==> src/qpdi_map.svh <==
`ifndef QPDI_MAP_SVH
`define QPDI_MAP_SVH

// Width of the whole data path in bits.
`define QPDI_DATA_W 64
// Width of one data group served by one strobe pair and one flag.
`define QPDI_GRP_W 16
// Number of data groups.
`define QPDI_GRPS 4
// Transfers placed on the lines within one common bus clock period.
`define QPDI_BEATS 4
// Width of one burst line as handed in by the user (four transfers).
`define QPDI_LINE_W 256
// System clock period in nanoseconds.
`define QPDI_CLK_NS 20
// Common bus clock period in nanoseconds.
`define QPDI_BUS_PERIOD_NS 320
// System clock cycles in one common bus clock period.
`define QPDI_PHASES (`QPDI_BUS_PERIOD_NS / `QPDI_CLK_NS)
// Phase counter value at the end of a bus clock period.
`define QPDI_LAST_PHASE 4'hf
// Cycle within a transfer slot at which the slot's strobe falls.
`define QPDI_FALL_CYC 2'h2
// A group is inverted when more ones than this would go out low.
`define QPDI_INV_LIMIT 5'h08
// Idle electrical level of every pulled-up bus line.
`define QPDI_IDLE_DATA 64'hffffffffffffffff
`define QPDI_IDLE_GRP 4'hf

`endif

==> src/qpdi_pkg.sv <==
package qpdi_pkg;

   `include "qpdi_map.svh"

   // Driving end sequencer states, one-hot.
   typedef enum logic [1:0] {
      ST_IDLE = 2'b01,
      ST_SEND = 2'b10
   } tx_state_t;

   // One data group as logical or electrical bits.
   typedef logic [`QPDI_GRP_W-1:0] grp_word_t;

   // Returns one when a group should be sent inverted.
   function automatic logic want_invert(input grp_word_t w);
      logic [4:0] ones;
      ones = 5'h00;
      for (int i = 0; i < `QPDI_GRP_W; i++) begin
         ones = ones + {4'h0, w[i]};
      end
      want_invert = (ones > `QPDI_INV_LIMIT);
   endfunction

   // Turns the electrical level of a group back into true data.
   function automatic grp_word_t restore_group(input grp_word_t lvl, input logic flag_n);
      restore_group = flag_n ? ~lvl : lvl;
   endfunction

endpackage

==> src/qpdi_bus_if.sv <==
`timescale 1ns/100ps
`include "qpdi_map.svh"
interface qpdi_bus_if;

   // Common bus clock, made by the driving end.
   logic                   busClk;
   // Driven levels and enables from the driving end.
   logic [`QPDI_DATA_W-1:0] dataOut_n;
   logic                   dataOe;
   logic [`QPDI_GRPS-1:0]   flagOut_n;
   logic [`QPDI_GRPS-1:0]   strbPosOut_n;
   logic [`QPDI_GRPS-1:0]   strbNegOut_n;
   logic                   validOut_n;
   logic                   validOe;
   // Resolved wire levels; an undriven line floats high on its pull-up.
   logic [`QPDI_DATA_W-1:0] dataLine_n;
   logic [`QPDI_GRPS-1:0]   groupInvertFlag_n;
   logic [`QPDI_GRPS-1:0]   dataStrobePos_n;
   logic [`QPDI_GRPS-1:0]   dataStrobeNeg_n;
   logic                   dataValidInd_n;

   assign dataLine_n        = dataOe ? dataOut_n : `QPDI_IDLE_DATA;
   assign groupInvertFlag_n = dataOe ? flagOut_n : `QPDI_IDLE_GRP;
   assign dataStrobePos_n   = dataOe ? strbPosOut_n : `QPDI_IDLE_GRP;
   assign dataStrobeNeg_n   = dataOe ? strbNegOut_n : `QPDI_IDLE_GRP;
   assign dataValidInd_n    = validOe ? validOut_n : 1'b1;

   modport drive_end (
      output busClk, dataOut_n, dataOe, flagOut_n, strbPosOut_n,
             strbNegOut_n, validOut_n, validOe
   );

   modport capture_end (
      input busClk, dataLine_n, groupInvertFlag_n, dataStrobePos_n,
            dataStrobeNeg_n, dataValidInd_n
   );

endinterface

==> src/qpdi_drive_end.sv <==
// Summary of operation
// Data path is 64 bits, shared lines.
// Driver asserts low valid per transfer.
// Four transfers within one bus clock.
// Receiver captures on both strobes' falling edges.
// Each 16-bit group has own strobe pair.
// Group n covers bits 16n to 16n+15.
// One inversion flag per group, from driver.
// Asserted flag means group data inverted.
// Invert when over half would drive low.
// Receiver re-inverts groups with flag asserted.
// Flag decided per transfer, timed with strobes.
`timescale 1ns/100ps
`include "qpdi_map.svh"
module qpdi_drive_end (
   input  wire logic                    clk_sys,
   input  wire logic                    reset,
   qpdi_bus_if.drive_end                bus,
   input  wire logic [`QPDI_LINE_W-1:0] lineData,
   input  wire logic                    lineValid,
   output      logic                    lineReady,
   input  wire logic                    invertEnable,
   output      logic                    busy
);

   // Free running position within the common bus clock period.
   logic [3:0]                 phase_ff;
   logic [3:0]                 nxt_phase;
   // Sequencer state.
   qpdi_pkg::tx_state_t        state_ff;
   qpdi_pkg::tx_state_t        nxt_state;
   // Line accepted from the user and waiting for the next period.
   logic                       pending_ff;
   logic                       nxt_pending;
   logic [`QPDI_LINE_W-1:0]    holdLine_ff;
   // Line currently being placed on the bus.
   logic [`QPDI_LINE_W-1:0]    sendLine_ff;
   // Registered pin levels and enables.
   logic [`QPDI_DATA_W-1:0]    dataOut_ff;
   logic [`QPDI_DATA_W-1:0]    nxt_dataOut;
   logic [`QPDI_GRPS-1:0]      flagOut_ff;
   logic [`QPDI_GRPS-1:0]      nxt_flagOut;
   logic [`QPDI_GRPS-1:0]      strbPos_ff;
   logic [`QPDI_GRPS-1:0]      strbNeg_ff;
   logic                       valid_ff;
   logic                       oe_ff;
   logic                       busClk_ff;

   // Handshake and sequencing terms.
   wire                        take;
   wire                        lastPhase;
   wire                        launch;
   wire                        sending;
   // Transfer slot within the period and cycle within the slot.
   wire [1:0]                  beat;
   wire [1:0]                  slotCyc;
   // True data of the current transfer.
   wire [`QPDI_DATA_W-1:0]     beatWord;
   // Strobe of the current slot is low from mid slot onward.
   wire                        strobeLow;

   // The user may hand in a new line whenever nothing is waiting.
   assign lineReady = ~pending_ff;
   assign take      = lineValid & lineReady;
   assign lastPhase = (phase_ff == `QPDI_LAST_PHASE);
   // A waiting line starts at the next bus clock period boundary.
   assign launch    = pending_ff & lastPhase;
   assign sending   = (state_ff == qpdi_pkg::ST_SEND);
   assign busy      = sending;
   assign nxt_phase = 4'(phase_ff + 4'h1);

   // Four slots per bus clock period, one per transfer.
   assign beat      = phase_ff[3:2];
   assign slotCyc   = phase_ff[1:0];
   assign beatWord  = sendLine_ff[{beat, 6'h00} +: `QPDI_DATA_W];
   assign strobeLow = sending & (slotCyc >= `QPDI_FALL_CYC);

   // Pending flag is set by a take and cleared by a launch; both never coincide.
   assign nxt_pending = take ? 1'b1 : (launch ? 1'b0 : pending_ff);

   // Sequencer: idle until a line launches, stay busy while lines follow back to back.
   always_comb begin
      nxt_state = state_ff;
      case (state_ff)
         qpdi_pkg::ST_IDLE: begin
            // Begin a burst at the period boundary.
            if (launch) begin
               nxt_state = qpdi_pkg::ST_SEND;
            end
         end
         qpdi_pkg::ST_SEND: begin
            // End the burst after the fourth slot unless another line waits.
            if (lastPhase && !pending_ff) begin
               nxt_state = qpdi_pkg::ST_IDLE;
            end
         end
         default: begin
            // Recover from an illegal code.
            nxt_state = qpdi_pkg::ST_IDLE;
         end
      endcase
   end

   // Per group encoding of the current transfer.
   generate
      for (genvar g = 0; g < `QPDI_GRPS; g++) begin : g_grp
         // Bits 16g to 16g+15 belong to group g.
         wire [`QPDI_GRP_W-1:0] grpTrue = beatWord[g*`QPDI_GRP_W +: `QPDI_GRP_W];
         // Inversion is decided afresh for every transfer and only when allowed.
         wire invNow = invertEnable & qpdi_pkg::want_invert(grpTrue);
         // Logical data sent; a logical one goes out electrically low.
         wire [`QPDI_GRP_W-1:0] grpSent = invNow ? ~grpTrue : grpTrue;
         assign nxt_dataOut[g*`QPDI_GRP_W +: `QPDI_GRP_W] = sending ? ~grpSent
                                                                    : {`QPDI_GRP_W{1'b1}};
         // One active low flag per group, driven with its group's data.
         assign nxt_flagOut[g] = ~(sending & invNow);
      end
   endgenerate

   // Phase counter runs freely and paces the common bus clock.
   always_ff @(posedge clk_sys) begin
      if (reset) begin
         // Start every period count from slot zero.
         phase_ff <= 4'h0;
      end else begin
         // The count wraps from fifteen to zero on its own.
         phase_ff <= nxt_phase;
      end
   end

   // State and waiting-line bookkeeping.
   always_ff @(posedge clk_sys) begin
      if (reset) begin
         // Nothing waits and nothing is sent after reset.
         state_ff   <= qpdi_pkg::ST_IDLE;
         pending_ff <= 1'b0;
      end else begin
         // Move on and track whether a line waits.
         state_ff   <= nxt_state;
         pending_ff <= nxt_pending;
      end
   end

   // Line capture: hold on take, move to the send register on launch.
   always_ff @(posedge clk_sys) begin
      if (reset) begin
         // Cleared lines keep the encoder inputs at a known value.
         holdLine_ff <= '0;
         sendLine_ff <= '0;
      end else begin
         // A new line waits in the hold register.
         if (take) begin
            holdLine_ff <= lineData;
         end
         // The waiting line moves on at the period boundary.
         if (launch) begin
            sendLine_ff <= holdLine_ff;
         end
      end
   end

   // Data and flag pins, registered so every group changes on one edge.
   always_ff @(posedge clk_sys) begin
      if (reset) begin
         // Released lines idle at the pull-up level.
         dataOut_ff <= `QPDI_IDLE_DATA;
         flagOut_ff <= `QPDI_IDLE_GRP;
      end else begin
         // Pins follow the encoding of the current slot.
         dataOut_ff <= nxt_dataOut;
         flagOut_ff <= nxt_flagOut;
      end
   end

   // Strobes: the positive strobe falls in even slots, the negative in odd ones.
   always_ff @(posedge clk_sys) begin
      if (reset) begin
         // Both strobes rest high between bursts.
         strbPos_ff <= `QPDI_IDLE_GRP;
         strbNeg_ff <= `QPDI_IDLE_GRP;
      end else begin
         // Only the strobe of the current slot may be low.
         strbPos_ff <= {`QPDI_GRPS{~(strobeLow & ~beat[0])}};
         strbNeg_ff <= {`QPDI_GRPS{~(strobeLow & beat[0])}};
      end
   end

   // Valid indication, output enable and the common bus clock.
   always_ff @(posedge clk_sys) begin
      if (reset) begin
         // The bus is released and its clock starts low.
         valid_ff  <= 1'b1;
         oe_ff     <= 1'b0;
         busClk_ff <= 1'b0;
      end else begin
         valid_ff  <= ~sending;
         oe_ff     <= sending;
         busClk_ff <= ~phase_ff[3];
      end
   end

   // Pin drive; the lines float high whenever the enable is low.
   // Both enables come from oe_ff and valid from valid_ff, loaded from the same term, so they move together.
   assign bus.busClk       = busClk_ff;
   assign bus.dataOut_n    = dataOut_ff;
   assign bus.dataOe       = oe_ff;
   assign bus.flagOut_n    = flagOut_ff;
   assign bus.strbPosOut_n = strbPos_ff;
   assign bus.strbNegOut_n = strbNeg_ff;
   assign bus.validOut_n   = valid_ff;
   assign bus.validOe      = oe_ff;

endmodule

==> src/flat_wrapper.sv <==
// flat-port wrapper written by rule: the top's interface ports become plain ports
module qpdi_drive_end_flat 
  (clk_sys, reset, lineData, lineValid, lineReady, invertEnable, busy, bus_busClk, bus_dataOut_n, bus_dataOe, bus_flagOut_n, bus_strbPosOut_n, bus_strbNegOut_n, bus_validOut_n, bus_validOe);
  qpdi_bus_if bus_i ();
  input  wire logic clk_sys;
  input  wire logic reset;
  input  wire logic [`QPDI_LINE_W-1:0] lineData;
  input  wire logic lineValid;
  output      logic lineReady;
  input  wire logic invertEnable;
  output      logic busy;
  output wire logic [$bits(bus_i.busClk)-1:0] bus_busClk;
  output wire logic [$bits(bus_i.dataOut_n)-1:0] bus_dataOut_n;
  output wire logic [$bits(bus_i.dataOe)-1:0] bus_dataOe;
  output wire logic [$bits(bus_i.flagOut_n)-1:0] bus_flagOut_n;
  output wire logic [$bits(bus_i.strbPosOut_n)-1:0] bus_strbPosOut_n;
  output wire logic [$bits(bus_i.strbNegOut_n)-1:0] bus_strbNegOut_n;
  output wire logic [$bits(bus_i.validOut_n)-1:0] bus_validOut_n;
  output wire logic [$bits(bus_i.validOe)-1:0] bus_validOe;
  assign bus_busClk = bus_i.busClk;
  assign bus_dataOut_n = bus_i.dataOut_n;
  assign bus_dataOe = bus_i.dataOe;
  assign bus_flagOut_n = bus_i.flagOut_n;
  assign bus_strbPosOut_n = bus_i.strbPosOut_n;
  assign bus_strbNegOut_n = bus_i.strbNegOut_n;
  assign bus_validOut_n = bus_i.validOut_n;
  assign bus_validOe = bus_i.validOe;
  qpdi_drive_end u_core (.clk_sys(clk_sys), .reset(reset), .bus(bus_i), .lineData(lineData), .lineValid(lineValid), .lineReady(lineReady), .invertEnable(invertEnable), .busy(busy));
endmodule
==> config.mk <==
export PLATFORM = sky130hd
export DESIGN_NAME = qpdi_drive_end_flat
export DESIGN_NICKNAME = d
export VERILOG_FILES = /design/src/qpdi_pkg.sv /design/src/qpdi_bus_if.sv /design/src/qpdi_drive_end.sv /design/src/flat_wrapper.sv
export VERILOG_INCLUDE_DIRS = /design/src
export SDC_FILE = /design/constraint.sdc
export NUM_CORES = 1
export LEC_CHECK = 0
export ABC_AREA = 1
export BUFFER_PORTS_ARGS = -buffer_cell sky130_fd_sc_hd__buf_2
export CORE_AREA = 2 2 210 212
export CTS_CLUSTER_DIAMETER = 50
export CTS_CLUSTER_SIZE = 20
export DETAILED_ROUTE_END_ITERATION = 10
export DIE_AREA = 0 0 212 214
export PLACE_DENSITY = 0.84
export SYNTH_ARGS = -nofsm -noshare
export SYNTH_HDL_FRONTEND = slang
export SYNTH_SLANG_ARGS = --single-unit
==> constraint.sdc <==
create_clock -name clk_sys -period 5.8 [get_ports clk_sys]
set_input_delay 0.87 -clock clk_sys [delete_from_list [all_inputs] [get_ports clk_sys]]
set_output_delay 0.87 -clock clk_sys [all_outputs]
set_load 0.01 [all_outputs]
* Word level (Yosys, flattened, before mapping)
Cells that the tools add are included.
Operators by class: reduce and logical (&&, ||, !) cells 5, order comparisons 5, mux-type cells 9, shift operators 1, add/sub/neg operators 61, bitwise logic cells 31, equal/unequal tests 5
Operators by type and width (number):
- $add 5x1->5 | 56
- $shiftx 256x9->64 | 1
- $not 16->16 | 8
- $mux 16 | 4
- $gt 5x4->1 const B | 4
- $and 1x1->1 | 13
- $not 1->1 | 10
- $add 1x1->2 | 4
- $add 4x1->4 const B | 1
- $eq 4x4->1 const B | 1
- $mux 2 | 2
- $pmux 2 s2 | 1
- $eq 2x1->1 const B | 1
- $eq 2x2->1 const B | 1
- $ge 2x2->1 const B | 1
- $mux 1 | 2
- $ne 2x1->1 const B | 1
- $ne 2x2->1 const B | 1
- $reduce_and 2->1 | 1
- $reduce_bool 2->1 | 1
- $reduce_or 2->1 | 1
- $logic_and 1x1->1 | 1
- $logic_not 1->1 | 1
Storage, ports and cells: word-level logic and storage cells 129, output and inout port bits 82, register bits 592

* Longest topological paths before layout
depth after elaboration 20, depth in mapped cells 26, mapped depth without buffers 22

* Least setup slack after synthesis
Ideal clock, no wire load.
path type register to register, from register u_core.phase_ff[2], to register u_core.dataOut_ff[23] (netlist: u_core.bus.dataOut_n[23]), stages on the path, launching flop included 24, required time 5666 ps, period minus slack after synthesis 5187 ps, library setup time 134 ps, arrival time 5053 ps, path slack 613 ps, cell sequence dfxtp_1 buf_6 inv_4 buf_6 buf_2 nand2_1 a32oi_2 ha_1 fa_1 fa_1 fa_1 inv_1 fa_1 fa_1 fa_1 inv_1 nand2_1 nand4_1 nand3_1 nand2_2 nand2_1 buf_2 nand2_1 nand3_1
Between the ends: word-level cells in the longest chain between the ends 20
RTL lines:
- from (decl) | RTL line qpdi_drive_end.sv:27 | logic [3:0] phase_ff;
- from (signal assigned) | RTL line qpdi_drive_end.sv:127 | phase_ff <= nxt_phase;
- $shiftx 256x9->64 * | RTL line qpdi_drive_end.sv:75 | assign beatWord = sendLine_ff[{beat, 6'h00} +: `QPDI_DATA_W];
- $add 1x1->2 | RTL line qpdi_pkg.sv:19 | ones = ones + {4'h0, w[i]};
- $add 5x1->5 (14 in a row) | RTL line qpdi_pkg.sv:19
- $gt 5x4->1 (no line)
- $and 1x1->1 | RTL line qpdi_drive_end.sv:110 | wire invNow = invertEnable & qpdi_pkg::want_invert(grpTrue);
- $mux 16 * | RTL line qpdi_drive_end.sv:112 | wire [`QPDI_GRP_W-1:0] grpSent = invNow ? ~grpTrue : grpTrue;
- $not 16->16 * | RTL line qpdi_drive_end.sv:113 | assign nxt_dataOut[g*`QPDI_GRP_W +: `QPDI_GRP_W] = sending ? ~grpSent
- to (signal assigned) | RTL line qpdi_drive_end.sv:166 | dataOut_ff <= `QPDI_IDLE_DATA;
- to (signal assigned) | RTL line qpdi_drive_end.sv:170 | dataOut_ff <= nxt_dataOut;
- to (decl) | RTL line qpdi_drive_end.sv:39 | logic [`QPDI_DATA_W-1:0] dataOut_ff;
Every way passes the cells marked *; elsewhere a longest branch is shown, timed or not. A chain may end at the register's enable or synchronous reset.

* Worst setup path after layout
from register u_core.phase_ff[2], to register u_core.dataOut_ff[13] (netlist: u_core.bus.dataOut_n[13])
The elaborated chain is that of the path after synthesis.

==> results.md <==
- Post-synth top area share: 49.0%
- Remaining DRCs: 0
- Routed Wire Length: 69.4 mm
- Clock slew at reported path FFs: 0.08 ns
- Worst setup EP type: flip-flop
- Vias in the first global route: 19.1k
- Clock Tree Buf Depth: 3
- Synth area leader: dfxtp_1
- Final Hold Fails: 0
- Routed Antenna Nets: 0
- First-pass GRT wire length: 106 mm
- Logic pwr share: 7.5%
- Power after layout: 8.18 mW
- Via-to-Cell Ratio: 5.43
- Post-synth net total: 3,480
- Max incr delay on CP: 0.55 ns
- Rel. slew slack: 30.0%
- Dpl cell area: 0.0258 mm2
- Worst Hold Slack: 0.460 ns
- HP Class: flip-flop to flip-flop
- Setup CP Type: flip-flop to flip-flop
- Root Driver: clkbuf_16
- DR iter-0 viols: 2,531
- Layout Skew: 0.0218 ns
- GP Congestion: 0.949
- Antenna violations before repair: 3
- CP bufs+invs: 6
- Pre-CTS WS: 0.130 ns
- Count leader, synth: nor2_1
- Io pins: 342
- Crit path DAT: 5.89 ns
- Pleak: 11.4 nW
- Final Worst Setup Slack: 0.363 ns
- # H-tree levels: 2
- Sequential fraction of the synthesis area: 49.0%
- Starting Density: 56.5%
- Flop pwr share: 52.2%
- Dpl hpwl: 47.4 mm
- Actual slew at the worst max-slew pin: 1.05 ns
- FF+latch count, synth: 592
- Yosys warns: 0
- Sw frac: 25.1%
- P_int: 6.13 mW
- Max-slew violation total from the final report: 0
- Final min period: 5.44 ns
- DIE HEIGHT: 214 um
- Fin nets: 3,663
- Synth area leaders: dfxtp_1 49%, nor2_1 14%, o21ai_0 11%, nand2_1 4.0%, fa_1 3.3%
- Clk sinks: 592
- Power per cell area: 298 mW/mm2
- Design area: 0.0274 mm2
- Share of layout cells above drive strength 1: 15.4%
- Setup violations, final: 0
- Max-cap violations: 0
- Row cnt: 76
- Mean Syn Cell Area: 7.67 um2
- Mapped Area: 0.0242 mm2
- Die W: 212 um
- CP delay by family, top: adder cells
- Total clock buffers created by CTS: 45
- Port-buffer cells: 341
- CP required: 6.25 ns
- Most used cell, CP: fa_1
- Via Count: 21.5k
- Type of origin of the critical path: flip-flop
- Slowest cell on crit path: fa_1
- Yosys cell types: 29
- Main synth FF type: dfxtp_1
- Status: finished clean
- Synth top cells by count: 922 x nor2_1, 592 x dfxtp_1, 518 x o21ai_0
- Overflow after GRT: 0
- Post-DR wirelength/cell: 17.5 um
- Pin count of the biggest net entering global routing: 257
- Post-CTS Setup Bufs: 0
- CTS tree: built
- Area grow syn2layout: 13.3%
- Ratio of final minimum period to clock period: 93.7%
- Post_cts resized: 0
- Core area: 0.0429 mm2
- Router iterations before antenna repair: 6
- GRT Total Usage: 29.7%
- Clock power share: 40.3%
- Async SR Flop Fraction: 0%
- Setup TNS: 0 ns
- Number of synthesized flops with an enable pin: 0
- Max FO, Critical Path: 35
- Unrepaired setup endpoints after global routing: no
- Die area: 0.0454 mm2
- Worst VDD drop: 0.180 mV
- Clock insertion delay at the later pin of the skew report: 0.60 ns
- Critical path cell sequence: inv_4 -> buf_4 -> nand2_1 -> a32oi_1 -> inv_1 -> fa_1 -> inv_1 -> fa_1 -> fa_1 -> inv_1 -> fa_1 -> fa_1 -> fa_1 -> inv_1 -> nand2_1 -> nand4_1 -> nand3_1 -> nand2_2 -> nand2_2 -> nand2_1 -> nand3_1
- Cts-stage hold buffer count: 0
- Net switching power figure: 2.05 mW
- Syn Inst Count: 3,158
- FMAX: 184 MHz
-- worst register-to-register path: stages (launching register included) --
cell and delay [ns]:
dfxtp_4 0.39, inv_4 0.31, buf_4 0.33, nand2_1 0.09
a32oi_1 0.23, inv_1 0.11, fa_1 0.54, inv_1 0.05
fa_1 0.46, fa_1 0.55, inv_1 0.06, fa_1 0.50
fa_1 0.47, fa_1 0.43, inv_1 0.08, nand2_1 0.04
nand4_1 0.06, nand3_1 0.10, nand2_2 0.08, nand2_2 0.20
nand2_1 0.16, nand3_1 0.08
-- routing by layer --
layer	vias up	GRT usage, %	routed length [um]
met2	921	40.0	27800
met1	9949	47.9	33100
li1	10600	-	-
met5	-	0	13
met3	101	4.72	6730
met4	2	8.99	1840
-- stage by stage --
stage                     instances  util [%]
after global placement         3878      60.3
after detailed placement       3878      60.3
after floorplan                3158         -
after global routing           3962      64.0
final                          3962      64.0
after CTS                      3959      63.9
-- registers in the layout, summed over array words and instances, names as in the netlist --
name / count
u_core.phase_ff: 4
u_core.bus.validOut_n: 1
u_core.pending_ff: 1
u_core.bus.flagOut_n: 4
u_core.bus.strbPosOut_n: 1
u_core.bus.strbNegOut_n: 1
u_core.holdLine_ff: 256
u_core.bus.dataOe: 1
u_core.bus.busClk: 1
u_core.state_ff: 2
u_core.bus.dataOut_n: 64
u_core.sendLine_ff: 256
-- final cells by class --
type                    count  area (um2)
repair buffers            378        2080
fillers                  3782       15500
multi-input cells        2138       10500
flip-flops and latches    592       11900
clock inverters            30         365
clock buffers              51        1180
diodes                      2        5.00
well taps                 585         732
inverters                 186         726
-- layout by cell type, fill, tap and decap left out, drive strengths merged --
master / Yosys / layout
a211oi: 1 / 1
clkinv: 0 / 6
nand3: 147 / 147
clkbuf: 128 / 52
a21oi: 123 / 123
nand4: 4 / 4
o211ai: 28 / 28
diode: 0 / 2
bufinv: 0 / 4
buf: 114 / 377
clkinvlp: 0 / 5
or2: 1 / 1
nor2: 925 / 925
a32oi: 36 / 36
o21ai: 546 / 546
nor3: 1 / 1
ha: 22 / 22
inv: 186 / 201
dfxtp: 592 / 592
nand2: 264 / 264
fa: 40 / 40
-- power by group through the flow --
stage	sequential [mW]	combinational, mW	clock (mW)
floorplan	4.34	0.406	0
global placement	4.36	0.590	0
detailed placement	4.36	0.600	0
CTS	4.27	0.606	3.34
global route	4.29	0.700	3.49
finish	4.27	0.612	3.30
-- final timing paths --
path	from	end	slack (ns)	cells after the start
max	u_core.phase_ff[2]	u_core.bus.dataOut_n[13]	0.36	21
min	u_core.sendLine_ff[183]	u_core.sendLine_ff[183]	0.46	2
max reg2reg	u_core.phase_ff[2]	u_core.bus.dataOut_n[13]	0.36	21
min reg2reg	u_core.sendLine_ff[183]	u_core.sendLine_ff[183]	0.46	2
-- logic make-up after synthesis --
| kind of cell | Yosys count | share of synthesized area, % |
|---|---|---|
| fa+ha+maj | 62 | 4.44 |
| simple gates | 1342 | 21.7 |
| flops | 592 | 49.0 |
| compound gates | 734 | 17.0 |
| buf+inv | 428 | 7.83 |
No activity file was read; power rests on OpenSTA's default activity.
